## src/rtl/fsl_defs.vh

```
// constants for the fieldbus slave state and indicator block
`ifndef FSL_DEFS_VH
`define FSL_DEFS_VH

// communication state codes, 4 bits wide
`define FSL_ST_W 4
`define FSL_ST_INIT 4'h1
`define FSL_ST_PREOP 4'h2
`define FSL_ST_BOOT 4'h3
`define FSL_ST_SAFEOP 4'h4
`define FSL_ST_OP 4'h8

// clock period and pattern base tick
`define FSL_CLK_PERIOD_NS 8
`define FSL_TICK_TIME_NS 50000000
`define FSL_TICK_CYCLES (`FSL_TICK_TIME_NS / `FSL_CLK_PERIOD_NS)

// pattern frame in ticks: one pattern period is 24 ticks (1.2 s)
`define FSL_PHASE_W 5
`define FSL_PHASE_LAST 5'h17
// blink: 4 ticks on, 4 ticks off
`define FSL_BLINK_BIT 2
// single flash: on while phase below 4
`define FSL_FLASH1_END 5'h04
// double flash: second flash from phase 8 to 11
`define FSL_FLASH2_START 5'h08
`define FSL_FLASH2_END 5'h0C

// indicator reset values
`define FSL_LED_OFF 1'h0

`endif

```

## src/rtl/fsl_node.v

```verilog
// fieldbus slave communication state control, frame gating and LEDs
//
// Function
// RULE1: outgoing bytes replace passing frame bytes on the fly, no storing.
// RULE2: process data moves each frame; mailbox handled whenever it comes.
// RULE3: five states; only master requests change the state.
// RULE4: bootstrap accepts only file-transfer mailbox traffic, nothing else.
// RULE5: bootstrap reachable only from Init; otherwise an invalid transition.
// RULE6: Init allows neither mailbox nor process data.
// RULE7: Pre-Operational allows mailbox only.
// RULE8: Safe-Operational: mailbox, send process data, ignore received data.
// RULE9: Operational: mailbox and process data both ways.
// RULE10: four indicators: two link, one state (green) and one error (red).
// RULE11: link LED off no link, flicker with traffic, on when idle.
// RULE12: first link LED is input port, second is output port.
// RULE13: state LED off, blink, single flash, on for Init..Operational.
// RULE14: error LED off when clean, blinks after an invalid request.
// RULE15: error LED single flash on clock sync error.
// RULE16: error LED double flash on watchdog error.
// RULE17: error LED steady on during servo alarm.
// RULE18: all patterns come from one shared counter-based generator.
// RULE19: error LED shows most severe: alarm, watchdog, sync, invalid.
`timescale 1ns/1ps
`include "fsl_defs.vh"

module fsl_node #(
    parameter TICK_CYCLES = `FSL_TICK_CYCLES
) (
    // clock and reset
    input wire clk_in,
    input wire reset_n_in,
    // master state requests
    input wire req_valid_in,
    input wire [`FSL_ST_W-1:0] req_state_in,
    input wire bad_setting_in,
    // passing frame stream
    input wire frm_valid_in,
    input wire [7:0] frm_data_in,
    input wire frm_tx_slot_in,
    input wire frm_rx_slot_in,
    input wire [7:0] tx_pdo_data_in,
    // mailbox requests
    input wire mbx_valid_in,
    input wire mbx_foe_in,
    // port pins from the physical layer
    input wire in_link_in,
    input wire in_act_in,
    input wire out_link_in,
    input wire out_act_in,
    // drive error conditions
    input wire sync_err_in,
    input wire wdog_err_in,
    input wire servo_alarm_in,
    // state report
    output reg [`FSL_ST_W-1:0] state_out,
    output reg req_done_out,
    output reg req_bad_out,
    // passing frame stream
    output reg frm_valid_out,
    output reg [7:0] frm_data_out,
    output reg tx_pdo_take_out,
    output reg rx_pdo_valid_out,
    output reg [7:0] rx_pdo_data_out,
    // mailbox answers
    output reg mbx_accept_out,
    output reg mbx_reject_out,
    // indicators
    output reg in_port_link_indicator_out,
    output reg out_port_link_indicator_out,
    output reg state_led_out,
    output reg error_led_out
);

    reg [`FSL_ST_W-1:0] state;
    reg [`FSL_ST_W-1:0] next_state;
    reg next_bad;
    reg bad_req;
    reg [2:0] in_link_s;
    reg [2:0] in_act_s;
    reg [2:0] out_link_s;
    reg [2:0] out_act_s;
    reg in_link;
    reg in_act;
    reg out_link;
    reg out_act;
    reg in_seen;
    reg out_seen;
    reg in_busy;
    reg out_busy;
    wire tick;
    wire flicker;
    wire blink;
    wire flash1;
    wire flash2;
    wire mbx_ok;
    wire tx_ok;
    wire rx_ok;

    // known state code check
    function is_state;
        input [`FSL_ST_W-1:0] s;
        begin
            is_state = (s == `FSL_ST_INIT) || (s == `FSL_ST_PREOP) ||
                (s == `FSL_ST_BOOT) || (s == `FSL_ST_SAFEOP) ||
                (s == `FSL_ST_OP);
        end
    endfunction

    // link indicator from link level and recent traffic
    function link_led;
        input link;
        input busy;
        input flick;
        begin
            if (!link)
                link_led = 1'b0;
            else if (busy)
                link_led = flick;
            else
                link_led = 1'b1;
        end
    endfunction

    // shared pattern source for every indicator
    fsl_pattern #(
        .TICK_CYCLES(TICK_CYCLES)
    ) u_pattern (
        .clk_in(clk_in),
        .reset_n_in(reset_n_in),
        .tick_out(tick),
        .flicker_out(flicker),
        .blink_out(blink),
        .flash1_out(flash1),
        .flash2_out(flash2)
    ); // [RULE18]

    // transition decode; upward moves go one step, downward moves are free
    always @* begin
        next_state = state;
        next_bad = 1'b0;
        if (req_valid_in && (req_state_in != state)) begin
            if (!is_state(req_state_in)) begin
                next_bad = 1'b1;
            end else if (req_state_in == `FSL_ST_BOOT) begin
                if (state == `FSL_ST_INIT)
                    next_state = `FSL_ST_BOOT;
                else
                    next_bad = 1'b1; // [RULE5]
            end else if (state == `FSL_ST_BOOT) begin
                // leaving bootstrap only back to Init
                if (req_state_in == `FSL_ST_INIT)
                    next_state = `FSL_ST_INIT;
                else
                    next_bad = 1'b1;
            end else begin
                case (req_state_in)
                    `FSL_ST_INIT: next_state = req_state_in;
                    `FSL_ST_PREOP: next_state = req_state_in;
                    `FSL_ST_SAFEOP: begin
                        if (state != `FSL_ST_INIT)
                            next_state = req_state_in;
                        else
                            next_bad = 1'b1;
                    end
                    `FSL_ST_OP: begin
                        if (state == `FSL_ST_SAFEOP)
                            next_state = req_state_in;
                        else
                            next_bad = 1'b1;
                    end
                    default: next_bad = 1'b1;
                endcase
            end
        end
    end

    // state register; moves only on a master request [RULE3]
    always @(posedge clk_in or negedge reset_n_in) begin
        if (!reset_n_in) begin
            state <= `FSL_ST_INIT;
            state_out <= `FSL_ST_INIT;
            req_done_out <= 1'b0;
            req_bad_out <= 1'b0;
        end else begin
            state <= next_state; // [RULE3]
            state_out <= next_state;
            req_done_out <= req_valid_in && !next_bad;
            req_bad_out <= next_bad;
        end
    end

    // invalid request flag: a new fault wins over the clear by a good
    // request arriving in the same cycle
    always @(posedge clk_in or negedge reset_n_in) begin
        if (!reset_n_in)
            bad_req <= 1'b0;
        else if (next_bad || bad_setting_in)
            bad_req <= 1'b1; // [RULE14]
        else if (req_valid_in)
            bad_req <= 1'b0;
    end

    // what each state lets through
    assign mbx_ok = (state == `FSL_ST_PREOP) || (state == `FSL_ST_SAFEOP) ||
        (state == `FSL_ST_OP); // [RULE6] [RULE7] [RULE8] [RULE9]
    assign tx_ok = (state == `FSL_ST_SAFEOP) ||
        (state == `FSL_ST_OP); // [RULE7] [RULE8] [RULE9]
    assign rx_ok = (state == `FSL_ST_OP); // [RULE8] [RULE9]

    // mailbox answered in the cycle after it shows, whenever it shows
    always @(posedge clk_in or negedge reset_n_in) begin
        if (!reset_n_in) begin
            mbx_accept_out <= 1'b0;
            mbx_reject_out <= 1'b0;
        end else if (mbx_valid_in) begin
            if (mbx_ok || ((state == `FSL_ST_BOOT) && mbx_foe_in)) begin
                mbx_accept_out <= 1'b1; // [RULE2] [RULE4]
                mbx_reject_out <= 1'b0;
            end else begin
                mbx_accept_out <= 1'b0;
                mbx_reject_out <= 1'b1; // [RULE4] [RULE6]
            end
        end else begin
            mbx_accept_out <= 1'b0;
            mbx_reject_out <= 1'b0;
        end
    end

    // one-byte pass-through: a slot byte is replaced as it goes by, so
    // latency stays one cycle whatever the frame length
    always @(posedge clk_in or negedge reset_n_in) begin
        if (!reset_n_in) begin
            frm_valid_out <= 1'b0;
            frm_data_out <= 8'h00;
            tx_pdo_take_out <= 1'b0;
            rx_pdo_valid_out <= 1'b0;
            rx_pdo_data_out <= 8'h00;
        end else begin
            frm_valid_out <= frm_valid_in;
            tx_pdo_take_out <= frm_valid_in && frm_tx_slot_in && tx_ok;
            if (frm_valid_in && frm_tx_slot_in && tx_ok)
                frm_data_out <= tx_pdo_data_in; // [RULE1] [RULE2]
            else
                frm_data_out <= frm_data_in;
            rx_pdo_valid_out <= frm_valid_in && frm_rx_slot_in && rx_ok;
            if (frm_valid_in && frm_rx_slot_in && rx_ok)
                rx_pdo_data_out <= frm_data_in; // [RULE9]
        end
    end

    // port pins: three-stage synchronisers; a level counts once the
    // second and third stages agree
    always @(posedge clk_in or negedge reset_n_in) begin
        if (!reset_n_in) begin
            in_link_s <= 3'h0;
            in_act_s <= 3'h0;
            out_link_s <= 3'h0;
            out_act_s <= 3'h0;
            in_link <= 1'b0;
            in_act <= 1'b0;
            out_link <= 1'b0;
            out_act <= 1'b0;
        end else begin
            in_link_s <= {in_link_s[1:0], in_link_in};
            in_act_s <= {in_act_s[1:0], in_act_in};
            out_link_s <= {out_link_s[1:0], out_link_in};
            out_act_s <= {out_act_s[1:0], out_act_in};
            if (in_link_s[1] == in_link_s[2])
                in_link <= in_link_s[2];
            if (in_act_s[1] == in_act_s[2])
                in_act <= in_act_s[2];
            if (out_link_s[1] == out_link_s[2])
                out_link <= out_link_s[2];
            if (out_act_s[1] == out_act_s[2])
                out_act <= out_act_s[2];
        end
    end

    // traffic seen within one tick keeps the port flickering a tick
    // longer; short bursts would otherwise be invisible
    always @(posedge clk_in or negedge reset_n_in) begin
        if (!reset_n_in) begin
            in_seen <= 1'b0;
            out_seen <= 1'b0;
            in_busy <= 1'b0;
            out_busy <= 1'b0;
        end else if (tick) begin
            in_busy <= in_seen || in_act;
            out_busy <= out_seen || out_act;
            in_seen <= 1'b0;
            out_seen <= 1'b0;
        end else begin
            in_seen <= in_seen || in_act;
            out_seen <= out_seen || out_act;
        end
    end

    // indicators, all registered
    always @(posedge clk_in or negedge reset_n_in) begin
        if (!reset_n_in) begin
            in_port_link_indicator_out <= `FSL_LED_OFF;
            out_port_link_indicator_out <= `FSL_LED_OFF;
            state_led_out <= `FSL_LED_OFF;
            error_led_out <= `FSL_LED_OFF;
        end else begin
            in_port_link_indicator_out <=
                link_led(in_link, in_busy, flicker); // [RULE11] [RULE12]
            out_port_link_indicator_out <=
                link_led(out_link, out_busy, flicker); // [RULE11] [RULE12]
            // bootstrap shows like Init: not a running state
            case (state)
                `FSL_ST_PREOP: state_led_out <= blink; // [RULE13]
                `FSL_ST_SAFEOP: state_led_out <= flash1; // [RULE13]
                `FSL_ST_OP: state_led_out <= 1'b1; // [RULE13]
                default: state_led_out <= `FSL_LED_OFF; // [RULE13]
            endcase
            // most severe error first [RULE19] [RULE10]
            if (servo_alarm_in)
                error_led_out <= 1'b1; // [RULE17]
            else if (wdog_err_in)
                error_led_out <= flash2; // [RULE16]
            else if (sync_err_in)
                error_led_out <= flash1; // [RULE15]
            else if (bad_req)
                error_led_out <= blink; // [RULE14]
            else
                error_led_out <= `FSL_LED_OFF; // [RULE14]
        end
    end

endmodule // fsl_node

```

## src/rtl/fsl_pattern.v

```verilog
// shared pattern generator for flicker, blink, single and double flash
`timescale 1ns/1ps
`include "fsl_defs.vh"

module fsl_pattern #(
    parameter TICK_CYCLES = `FSL_TICK_CYCLES
) (
    // clock and reset
    input wire clk_in,
    input wire reset_n_in,
    // patterns
    output reg tick_out,
    output reg flicker_out,
    output reg blink_out,
    output reg flash1_out,
    output reg flash2_out
);

    reg [31:0] pre;
    reg [`FSL_PHASE_W-1:0] phase;
    wire pre_done;

    assign pre_done = (pre == TICK_CYCLES - 1);

    // prescaler and phase counter; every pattern derives from one phase
    // so all indicators stay in step with each other
    always @(posedge clk_in or negedge reset_n_in) begin
        if (!reset_n_in) begin
            pre <= 32'h00000000;
            phase <= {`FSL_PHASE_W{1'b0}};
            tick_out <= 1'b0;
        end else begin
            tick_out <= pre_done;
            if (pre_done) begin
                pre <= 32'h00000000;
                if (phase == `FSL_PHASE_LAST)
                    phase <= {`FSL_PHASE_W{1'b0}};
                else
                    phase <= phase + 1'b1;
            end else begin
                pre <= pre + 32'h00000001;
            end
        end
    end

    // decode the phase into the four on/off patterns [RULE18]
    always @(posedge clk_in or negedge reset_n_in) begin
        if (!reset_n_in) begin
            flicker_out <= 1'b0;
            blink_out <= 1'b0;
            flash1_out <= 1'b0;
            flash2_out <= 1'b0;
        end else begin
            flicker_out <= phase[0];
            blink_out <= ~phase[`FSL_BLINK_BIT];
            flash1_out <= (phase < `FSL_FLASH1_END);
            flash2_out <= (phase < `FSL_FLASH1_END) ||
                ((phase >= `FSL_FLASH2_START) &&
                 (phase < `FSL_FLASH2_END));
        end
    end

endmodule // fsl_pattern

```

## config.mk

```make
export PLATFORM = sky130hd
export DESIGN_NAME = fsl_node
export DESIGN_NICKNAME = d
export VERILOG_FILES = /design/src/rtl/fsl_node.v /design/src/rtl/fsl_pattern.v
export VERILOG_INCLUDE_DIRS = /design/src /design/src/rtl
export SDC_FILE = /design/constraint.sdc
export NUM_CORES = 1
export LEC_CHECK = 0
export ABC_CLOCK_PERIOD_IN_PS = 2700
export BUFFER_PORTS_ARGS = -buffer_cell sky130_fd_sc_hd__buf_2
export CORE_MARGIN = 4
export CORE_UTILIZATION = 55
export CTS_CLUSTER_SIZE = 10
export DETAILED_ROUTE_END_ITERATION = 12
export PLACE_DENSITY = 0.88
export SLEW_MARGIN = 10
export SYNTH_ARGS = -nofsm -noshare
export SYNTH_HDL_FRONTEND = slang
export SYNTH_SLANG_ARGS = --single-unit
```

## constraint.sdc

```tcl
create_clock -name clk_in -period 2.7 [get_ports clk_in]
set_input_delay 0.81 -clock clk_in [delete_from_list [all_inputs] [get_ports clk_in]]
set_output_delay 0.81 -clock clk_in [all_outputs]
set_load 0.05 [all_outputs]
```

* Yosys cells after proc, flatten, opt, wreduce, memory -nomap -nowiden *
Index checks and enable logic that the tools add are counted.

word-level totals
  flip-flop bits (word level) = 94
  input port bits = 36
  output and inout port bits = 31
  word-level logic and storage cells = 123

cells by class
  add/subtract/negate cells = 2
  order comparisons = 3
  eq/ne operators = 22
  muxes and demuxes = 36
  bitwise logic cells = 1
  reductions and logical operators = 25

operator list
  operator                 count
  $add A32 B1 Y32 const B  1
  $eq A32 B23 Y1 const B   1
  $mux W32                 1
  $mux W1                  24
  $mux W4                  6
  $eq A4 B2 Y1 const B     4
  $logic_or A1 B1 Y1       12
  $ne A4 B1 Y1 const B     3
  $pmux W4 S3              1
  $eq A4 B1 Y1 const B     2
  $eq A4 B3 Y1 const B     2
  $eq A4 B4 Y1 const B     2
  $logic_and A1 B1 Y1      8
  $mux W8                  1
  $reduce_and A7 Y1        1
  $pmux W1 S3              2
  $add A5 B1 Y5 const B    1
  $eq A5 B5 Y1 const B     1
  $ge A5 B4 Y1 const B     1
  $lt A5 B3 Y1 const B     1
  $lt A5 B4 Y1 const B     1
  $mux W5                  1
  $reduce_bool A5 Y1       1
  $eq A1 B1 Y1             4
  other kinds (7)          7

* Logic depth before layout (Yosys ltp) *
Gate-level depths: netlist (run 1).

  depth in word-level cells = 9
  mapped depth = 8
  mapped depth without buffers = 6

* Cells and area by module *
Synthesis (run 1) repeated with hierarchy kept, for this count alone.

second synthesis, totals
  cell total of the unflattened synthesis = 358
  area, all modules = 4081.4 µm²

by module, submodules not included
  module       instances  cells an instance  area an instance (µm²)
  fsl_node     1          172                2103.3
  fsl_pattern  1          186                1978.1

* Worst setup path after synthesis (run 1) *
No wires, ideal clock.

  path kind = input -> register
  start = in req_state_in[1]
  end = reg state[0]
  library setup time = 82 ps
  arrival = 2171 ps
  data required time = 2618 ps
  slack = 447 ps
  stages on the path = 7
  cells stage by stage = clkbuf_1 nor2_1 nor4bb_1 a211o_1 and3b_1 clkbuf_1 mux2_2

on the way
  cells in the longest elaborated chain, start to end = 6

ends and longest elaborated chain
  what                                                  line            text
  start, declared                                       fsl_node.v:34   input wire [`FSL_ST_W-1:0] req_state_in,
  branches (longest 6 deep; another with $eq A4 B2 Y1)  -
  end signal, assigned                                  fsl_node.v:180  state <= `FSL_ST_INIT;
  end signal, assigned                                  fsl_node.v:185  state <= next_state;
  end, declared                                         fsl_node.v:74   reg [`FSL_ST_W-1:0] state;

Several ways; the timed one is not identified.
A chain may end at the register's enable or synchronous reset.

* Worst setup path in the final report (run 1) *
  start = reg u_pattern.pre[0]
  end = reg u_pattern.phase[3]

on the way
  cells in the longest elaborated chain, start to end = 1

ends and longest elaborated chain
  what                    line              text
  start, declared         fsl_pattern.v:19  reg [31:0] pre;
  start signal, assigned  fsl_pattern.v:41  pre <= pre + 32'h00000001;
  $eq A32 B23 Y1          fsl_pattern.v:23  assign pre_done = (pre == TICK_CYCLES - 1);
  end signal, assigned    fsl_pattern.v:30  phase <= {`FSL_PHASE_W{1'b0}};
  end signal, assigned    fsl_pattern.v:37  phase <= {`FSL_PHASE_W{1'b0}};
  end signal, assigned    fsl_pattern.v:39  phase <= phase + 1'b1;
  end, declared           fsl_pattern.v:20  reg [`FSL_PHASE_W-1:0] phase;

Every way passes these cells.

==> summary.md, run 1 <==
| Metric | Value |
|---|---|
| Status | `finished, final reports clean` |
| Fin Hold WS | `0.358 ns` |
| CP max-delay cell | `or4_4` |
| Sw frac | `38.1%` |
| Fin Setup TNS | `0 ns` |
| Dpl hpwl | `5550 µm` |
| Diodes inserted | `0` |
| Leakage power | `2.19 nW` |
| H-tree levels | `3` |
| Vias | `2726` |
| Worst R2R End | `u_pattern.phase[3]$_DFFE_PN0N_` |
| CTS tree | `done` |
| Share of the synthesized area in the top cell type | `59.2%` |
| CP arrival | `roughly 2.5 ns` |
| CP startpoint kind | `flip-flop` |
| Syn Nets | `390` |
| CP Class | `flip-flop to flip-flop` |
| Pint | `2.16 mW` |
| Min-delay src | `in_link_s[0]$_DFF_PN0_` |
| Core area | `around 0.007 mm²` |
| Max Cap Viol | `0` |
| Number of nets with antenna violations after detailed routing | `0` |
| Peak fanout along the critical path | `8` |
| Critical path depth in cells | `6` |
| Pre-antenna DRT Iters | `4` |
| Total routed wirelength | `7510 µm` |
| CP required | `~3.0 ns` |
| Routed len/inst | `14.4 µm` |
| HP Class | `flip-flop to flip-flop` |
| Starting Density | `between 50 and 60%` |
| Number of cells on the worst reg-to-reg path | `6` |
| Final period util | `81.8%` |
| Worst Setup SP | `u_pattern.pre[0]$_DFF_PN0_` |
| Initial antenna violation count | `0` |
| Register share of total power | `47.9%` |
| Commonest non-fill, non-tap cell in the layout | `dfrtp_1` |
| Fillcell total | `498` |
| Final hold vios | `0` |
| Num Clock Sinks | `94` |
| Die area | `0.00857 mm²` |
| Vias in the first global route | `2810` |
| Clk pwr share | `25.2%` |
| Pwr Total | `between 3 and 4 mW` |
| Post-synthesis sequential area ratio | `59.8%` |
| Max Freq | `between 400 and 500 MHz` |
| Crit-path max cell delay | `~0.57 ns` |
| Slew HR | `54.2%` |
| RR Startpoint | `u_pattern.pre[0]$_DFF_PN0_` |
| Rows | `30` |
| YS warnings | `0` |
| Combinational share of power | `26.9%` |
| Top area cells in the synthesized netlist | `dfrtp_1 59%, nand2_1 4.9%, xnor2_1 4.2%, xor2_1 3.3%, nor2_1 3.0%` |
| Mapped Area | `roughly 0.004 mm²` |
| CP Buf/Inv Count | `0` |
| Post_cts resized | `0` |
| Critical path endpoint | `u_pattern.phase[3]$_DFFE_PN0N_` |
| Unrepaired setup endpoints after global routing | `false` |
| Top_reg_cell synth | `dfrtp_1` |
| Die Span X | `92.6 µm` |
| Clock buffer depth | `2` |
| Clock Pin Slew Worst Setup and Hold Paths | `0.10 ns` |
| Slew @ Worst Pin | `0.686 ns` |
| DRC violations left | `0` |
| Vias per Instance | `5.24` |
| Post-synth EDFFs | `0` |
| DRT iter0 DRCs | `111` |
| Setup slack, reg-to-reg | `slightly below 0.5 ns` |
| Final setup fails | `0` |
| Port Buffer Count | `66` |
| VDD IR max | `0.282 mV` |
| Largest net degree at the start of global routing | `56` |
| Total track usage | `a little under a fifth` |
| Area of the multi-input gates | `0.00145 mm²` |
| Fraction of registers with async set/reset | `100%` |
| Largest area contributor in the netlist | `dfrtp_1` |
| First-pass GRT wire length | `about 13000 µm` |
| Ports | `67` |
| Post-CTS setup repair buffer count | `0` |
| Remaining global-route overflow | `0` |
| Cells after Synth | `352` |
| CP Capture Type | `flip-flop` |
| Synthesized area per cell | `11.2 µm²` |
| Slew Limit Fails | `0` |
| Fraction of layout cells with a size suffix above 1 | `23.8%` |
| Fin crit period | `about 2.2 ns` |
| Area Overhead vs Synth | `15.3%` |
| PD cells | `between 700 and 800 mW/mm²` |
| Final net count | `457` |
| Die Y | `92.6 µm` |
| Switching pwr | `1.33 mW` |
| Total CTS buffers | `9` |
| Clk_lat worst skew | `around 0.37 ns` |
| Clock Skew | `0.0122 ns` |
| Root buffer cell | `clkbuf_8` |
| FF+latch count, synth | `94` |
| Reg area | `0.00235 mm²` |
| Hold buffers post-CTS | `0` |
| Post-synthesis cell type count | `50` |
| Most frequent cells in the layout | `93 x dfrtp_1, 65 x buf_2, 51 x nand2_1` |
| CP delay by family, top | `simple AND/OR/NAND/NOR gates` |
| Worst path cell trace | `ha_1, and3_2, nand4_1, or4_4, or4b_1, nand2_1` |
| Routability cong. | `between 0.8 and 0.9` |
metrics by stage:
| step | setup WS (ns) | utilization, % | cell area [µm²] | instances |
|---|---|---|---|---|
| floorplan | 0.447 | - | 3930 | 352 |
| global placement | 0.525 | 63.3 | 4350 | 504 |
| detailed placement | 0.415 | 63.3 | 4350 | 504 |
| CTS | 0.502 | 66.0 | 4530 | 520 |
| global route | 0.350 | 66.0 | 4530 | 520 |
| finish | 0.491 | 66.0 | 4530 | 520 |
layout make-up:
| type | instances | share of cell area [%] |
|---|---|---|
| Inverter | 18 | 1.49 |
| Clock buffer | 9 | 2.73 |
| Timing Repair Buffer | 67 | 7.78 |
| Clock inverter | 7 | 1.38 |
| Multi-Input combinational cell | 229 | 32.1 |
| Tap cell | 96 | 2.65 |
| Sequential cell | 94 | 51.9 |
sequential cells by signal, indices dropped and copies added (netlist names), 3 cells and up:
name             count
frm_data_out         8
in_act_s             3
in_link_s            3
out_act_s            3
out_link_s           3
rx_pdo_data_out      8
state                4
u_pattern.phase      5
u_pattern.pre       32
Yosys cell counts, types with 2 or more instances:
| library cell | number |
|---|---|
| inv_1 | 17 |
| xnor2_1 | 19 |
| nand4_1 | 4 |
| and3_1 | 7 |
| clkbuf_1 | 7 |
| mux2_2 | 9 |
| maj3_1 | 4 |
| nor3_1 | 7 |
| xor2_1 | 15 |
| o21ai_0 | 10 |
| nor4_1 | 5 |
| and4_1 | 3 |
| nand2_1 | 51 |
| nor2_1 | 31 |
| a21oi_1 | 7 |
| dfrtp_1 | 93 |
| nor3b_1 | 3 |
| ha_1 | 2 |
| buf_6 | 2 |
| nand3_1 | 13 |
| nor4b_1 | 3 |
| o41ai_1 | 2 |
| a21boi_0 | 2 |
| a211o_1 | 3 |
| mux2i_1 | 5 |
| and2_1 | 4 |
worst min-delay path by stage:
stage	to	depth (start not counted)	slack (ns)
2_1_floorplan	in_act_s[1]$_DFF_PN0_	0	0.33
3_3_place_gp	in_link_s[1]$_DFF_PN0_	0	0.33
3_5_place_dp	in_link_s[1]$_DFF_PN0_	0	0.34
4_1_cts	in_link_s[1]$_DFF_PN0_	0	0.36
5_1_grt	in_link_s[1]$_DFF_PN0_	0	0.38
6_report	in_link_s[1]$_DFF_PN0_	0	0.36
kinds of logic (layout without fill, tap and decap cells):
logic type,count (synthesis),in the layout,synth area share (%)
adder cells (fa/ha/maj),6,6,1.65
flip-flops,94,94,59.8
multiplexers,14,14,3.85
XOR/XNOR,34,34,7.57
AND/OR/NAND/NOR,145,145,18.9
AO/OA/AOI/OAI,30,30,4.96
buffers and inverters,29,101,3.21
routing by layer:
layer / track usage (%) / share of wire, % / routed length [µm]
met3: 6.09 / 7.1 / 535
met1: 24.0 / 43 / 3240
met4: 5.57 / 0.93 / 70
met5: 0 / 0 / 0
met2: 30.7 / 49 / 3660
power groups by stage:
stage                     sequential [mW]  clock (mW)  combinational (mW)
final                                1.67       0.881               0.938
after floorplan                      2.10           0               0.291
after detailed placement             1.70           0               0.947
after global placement               1.70           0               0.923
after CTS                            1.67       0.903               0.948
after global routing                 1.69       0.969                1.00
(Power assumes the default switching activity.)
==> inputs of run 2 (changes only) <==
--- a/config.mk
+++ b/config.mk
@@ -6,13 +6,13 @@
 export SDC_FILE = /design/constraint.sdc
 export NUM_CORES = 1
 export LEC_CHECK = 0
-export ABC_CLOCK_PERIOD_IN_PS = 2700
+export ABC_CLOCK_PERIOD_IN_PS = 1800
 export BUFFER_PORTS_ARGS = -buffer_cell sky130_fd_sc_hd__buf_2
 export CORE_MARGIN = 4
-export CORE_UTILIZATION = 55
+export CORE_UTILIZATION = 50
 export CTS_CLUSTER_SIZE = 10
 export DETAILED_ROUTE_END_ITERATION = 12
-export PLACE_DENSITY = 0.88
+export PLACE_DENSITY = 0.85
 export SLEW_MARGIN = 10
 export SYNTH_ARGS = -nofsm -noshare
 export SYNTH_HDL_FRONTEND = slang
==> constraint.sdc (replaced) <==
create_clock -name clk_in -period 1.8 [get_ports clk_in]
set_input_delay 0.54 -clock clk_in [delete_from_list [all_inputs] [get_ports clk_in]]
set_output_delay 0.54 -clock clk_in [all_outputs]
set_load 0.05 [all_outputs]
==> run 2 against run 1 <==
The flow now finishes with violations (negative setup slack). Critical path type unchanged. Routed wire length increased by 8.2%. Largest power group unchanged. Die area increased by 9.1%. Maximum frequency increased by 16%. Sequential power increased by 54%.
==> summary.md, run 2 (same netlist as run 1, synthesis figures left out) <==
| Metric | Value |
|---|---|
| Total routed wirelength | `8130 µm (+8.2%)` |
| Largest net degree at the start of global routing | `48 (-14%)` |
| DP Cell Count | `556 (+10%)` |
| Fin crit period | `1.90 ns (-0.311 ns)` |
| Rows | `32 (+6.7%)` |
| VDD IR max | `0.489 mV (+73%)` |
| Routability cong. | `0.821 (+0.55%)` |
| Fraction of layout cells with a size suffix above 1 | `36.4% (+13 points)` |
| Die area | `0.00935 mm² (+9.1%)` |
| PD cells | `1070 mW/mm² (+39%)` |
| Diodes inserted | `0 (unchanged)` |
| CP Capture Type | `flip-flop` |
| CP arrival | `2.21 ns (-0.30 ns)` |
| Final net count | `508 (+11%)` |
| Initial antenna violation count | `0 (unchanged)` |
| Combinational share of power | `28.6% (+1.7 points)` |
| Slew @ Worst Pin | `0.363 ns (-0.323 ns)` |
| Final period util | `105% (+24 points)` |
| Register share of total power | `46.5% (-1.4 points)` |
| DRC violations left | `0 (unchanged)` |
| Clk pwr share | `24.8% (-0.4 points)` |
| Die Y | `96.7 µm (+4.5%)` |
| First-pass GRT wire length | `14300 µm (+11%)` |
| Setup ws final | `-0.0980 ns (-0.589 ns)` |
| Number of nets with antenna violations after detailed routing | `0 (unchanged)` |
| Final setup fails | `5 (+5)` |
| DRT iter0 DRCs | `117 (+5.4%)` |
| Routed len/inst | `14.1 µm (-2.5%)` |
| Vias per Instance | `5.13 (-2.1%)` |
| CP required | `2.11 ns (-0.90 ns)` |
| Metal-1 WL | `3370 µm (+4.1%)` |
| Leakage power | `2.50 nW (+14%)` |
| Status | `finished, violations left` |
| CP Class | `flip-flop to flip-flop` |
| Clock buffer depth | `2 (unchanged)` |
| Vias | `2961 (+8.6%)` |
| Placed instance area | `0.00482 mm² (+11%)` |
| Clock Skew | `0.00852 ns (-0.00367 ns)` |
| H-tree levels | `3 (unchanged)` |
| Final hold vios | `0 (unchanged)` |
| Vias in the first global route | `3159 (+12%)` |
| Slew HR | `75.5% (+21 points)` |
| CP startpoint kind | `flip-flop` |
| Biggest regs | `u_pattern.pre: 32 flops, frm_data_out: 8 flops, rx_pdo_data_out: 8 flops` |
| Max Cap Viol | `0 (unchanged)` |
| Commonest non-fill, non-tap cell in the layout | `dfrtp_1` |
| Post-layout utilization of the core | `66.9% (+0.90 points)` |
| Die Span X | `96.7 µm (+4.5%)` |
| Switching pwr | `2.11 mW (+59%)` |
| Dpl hpwl | `5950 µm (+7.2%)` |
| Pwr Total | `5.52 mW (+58%)` |
| Core area | `0.00769 mm² (+12%)` |
| Non-filler instance count after layout | `577 (+11%)` |
| Met2 WL | `4140 µm (+13%)` |
| HP Class | `input pin to flip-flop` |
| Area Overhead vs Synth | `30.8%` |
| Pint | `3.41 mW (+58%)` |
| Largest Register | `u_pattern.pre` |
| Clock Pin Slew Worst Setup and Hold Paths | `0.10 ns (about the same)` |
| Final Instance Area | `0.00514 mm² (+13%)` |
| Largest register FFs | `32 (unchanged)` |
| Violated checks | `negative setup slack` |
| Remaining global-route overflow | `0 (unchanged)` |
| Most frequent cells in the layout | `90 x dfrtp_1, 64 x buf_2, 51 x nand2_1` |
| Wire length on met3 | `455 µm (-15%)` |
| Port Buffer Count | `66 (unchanged)` |
| Pre-antenna DRT Iters | `4 (unchanged)` |
| Total CTS buffers | `9 (unchanged)` |
| Slew Limit Fails | `0 (unchanged)` |
| Ports | `67 (unchanged)` |
| Max Used Layer | `met4` |
| Sw frac | `38.2% (+0.15 points)` |
| Starting Density | `51.2% (-6.1 points)` |
| Total track usage | `18.4% (-0.36 points)` |
| Max Freq | `527 MHz (+16%)` |
| Unrepaired setup endpoints after global routing | `true` |
| Num Clock Sinks | `94 (unchanged)` |
| Root buffer cell | `clkbuf_8` |
| Clk_lat worst skew | `0.36 ns (about the same)` |
| Peak fanout along the critical path | `3 (-5)` |
| CTS tree | `done` |
## run 2: cell count changes in the layout (fill, tap and decap cells not counted), moves of 2 or more
cell,previous run,this run
nor4b_1,3,1
o21ai_0,10,8
clkinv_8,0,2
dfrtp_2,0,3
nor4_1,5,2
nor4_2,0,3
dfrtp_1,93,90
buf_12,1,4
and3_4,1,3
nor2_2,0,2
buf_4,1,46
nor2_1,31,29
buf_6,0,2
## run 2: power by group through the flow
stage               Combinational, mW  Sequential [mW]  Clock, mW
floorplan                       0.560             3.18          0
global placement                 1.49             2.59          0
detailed placement               1.53             2.61          0
CTS                              1.57             2.57       1.41
global route                     1.68             2.60       1.50
finish                           1.58             2.57       1.37
## run 2: cell type report
| class | count | area (µm²) |
|---|---|---|
| timing repair buffer | 118 | 793 |
| clock buffer | 9 | 124 |
| clock inverter | 7 | 80.1 |
| fill | 573 | 2540 |
| inverter | 18 | 70.1 |
| sequential | 94 | 2360 |
| tap | 102 | 128 |
| multi-input combinational | 229 | 1590 |
## run 2: timing repair
item	in CTS	in global routing
endpoints found under the hold margin	6	0
cloned	0	0
gates resized for setup	16	6
buffers inserted	2	2
endpoints found under the setup margin	22	34
pin swaps	4	6
hold buffers	1	0
## run 2: per-stage QoR
step / hold WS [ns] / setup slack, ns / TNS, ns
after floorplan: 0.244 / -0.161 / -0.317
after global placement: 0.332 / -0.104 / -0.645
after detailed placement: 0.337 / -0.282 / -1.87
after CTS: 0.258 / -0.0888 / -0.252
after global routing: 0.259 / -0.137 / -1.76
final: 0.278 / -0.0980 / -0.258
## run 2: critical path, cell delays in order, from the launching register on
cell	delay [ns]
dfrtp_1	0.41
nor4_2	0.28
nand2_1	0.11
or4_4	0.50
or4b_1	0.48
nand2_1	0.07
## run 2: final timing paths
kind / start / end / slack [ns] / depth (start not counted)
min reg2reg: in_link_s[0]$_DFF_PN0_ / in_link_s[1]$_DFF_PN0_ / 0.35 / 0
max: u_pattern.pre[24]$_DFF_PN0_ / u_pattern.phase[3]$_DFFE_PN0N_ / -0.1 / 5
min in group asynchronous: reset_n_in / state_led_out$_DFF_PN0_ / 0.54 / 2
min: in_link_in / in_link_s[0]$_DFF_PN0_ / 0.28 / 1
max in group asynchronous: reset_n_in / rx_pdo_data_out[7]$_DFFE_PN0P_ / 0.81 / 3
max reg2reg: u_pattern.pre[24]$_DFF_PN0_ / u_pattern.phase[3]$_DFFE_PN0N_ / -0.1 / 5
## run 2: layer usage
metal / global-route usage (%) / vias up
li1: - / 1429
met1: 22.8 / 1435
met2: 31.2 / 83
met3: 4.18 / 14
met4: 7.56 / 0
met5: 0 / -
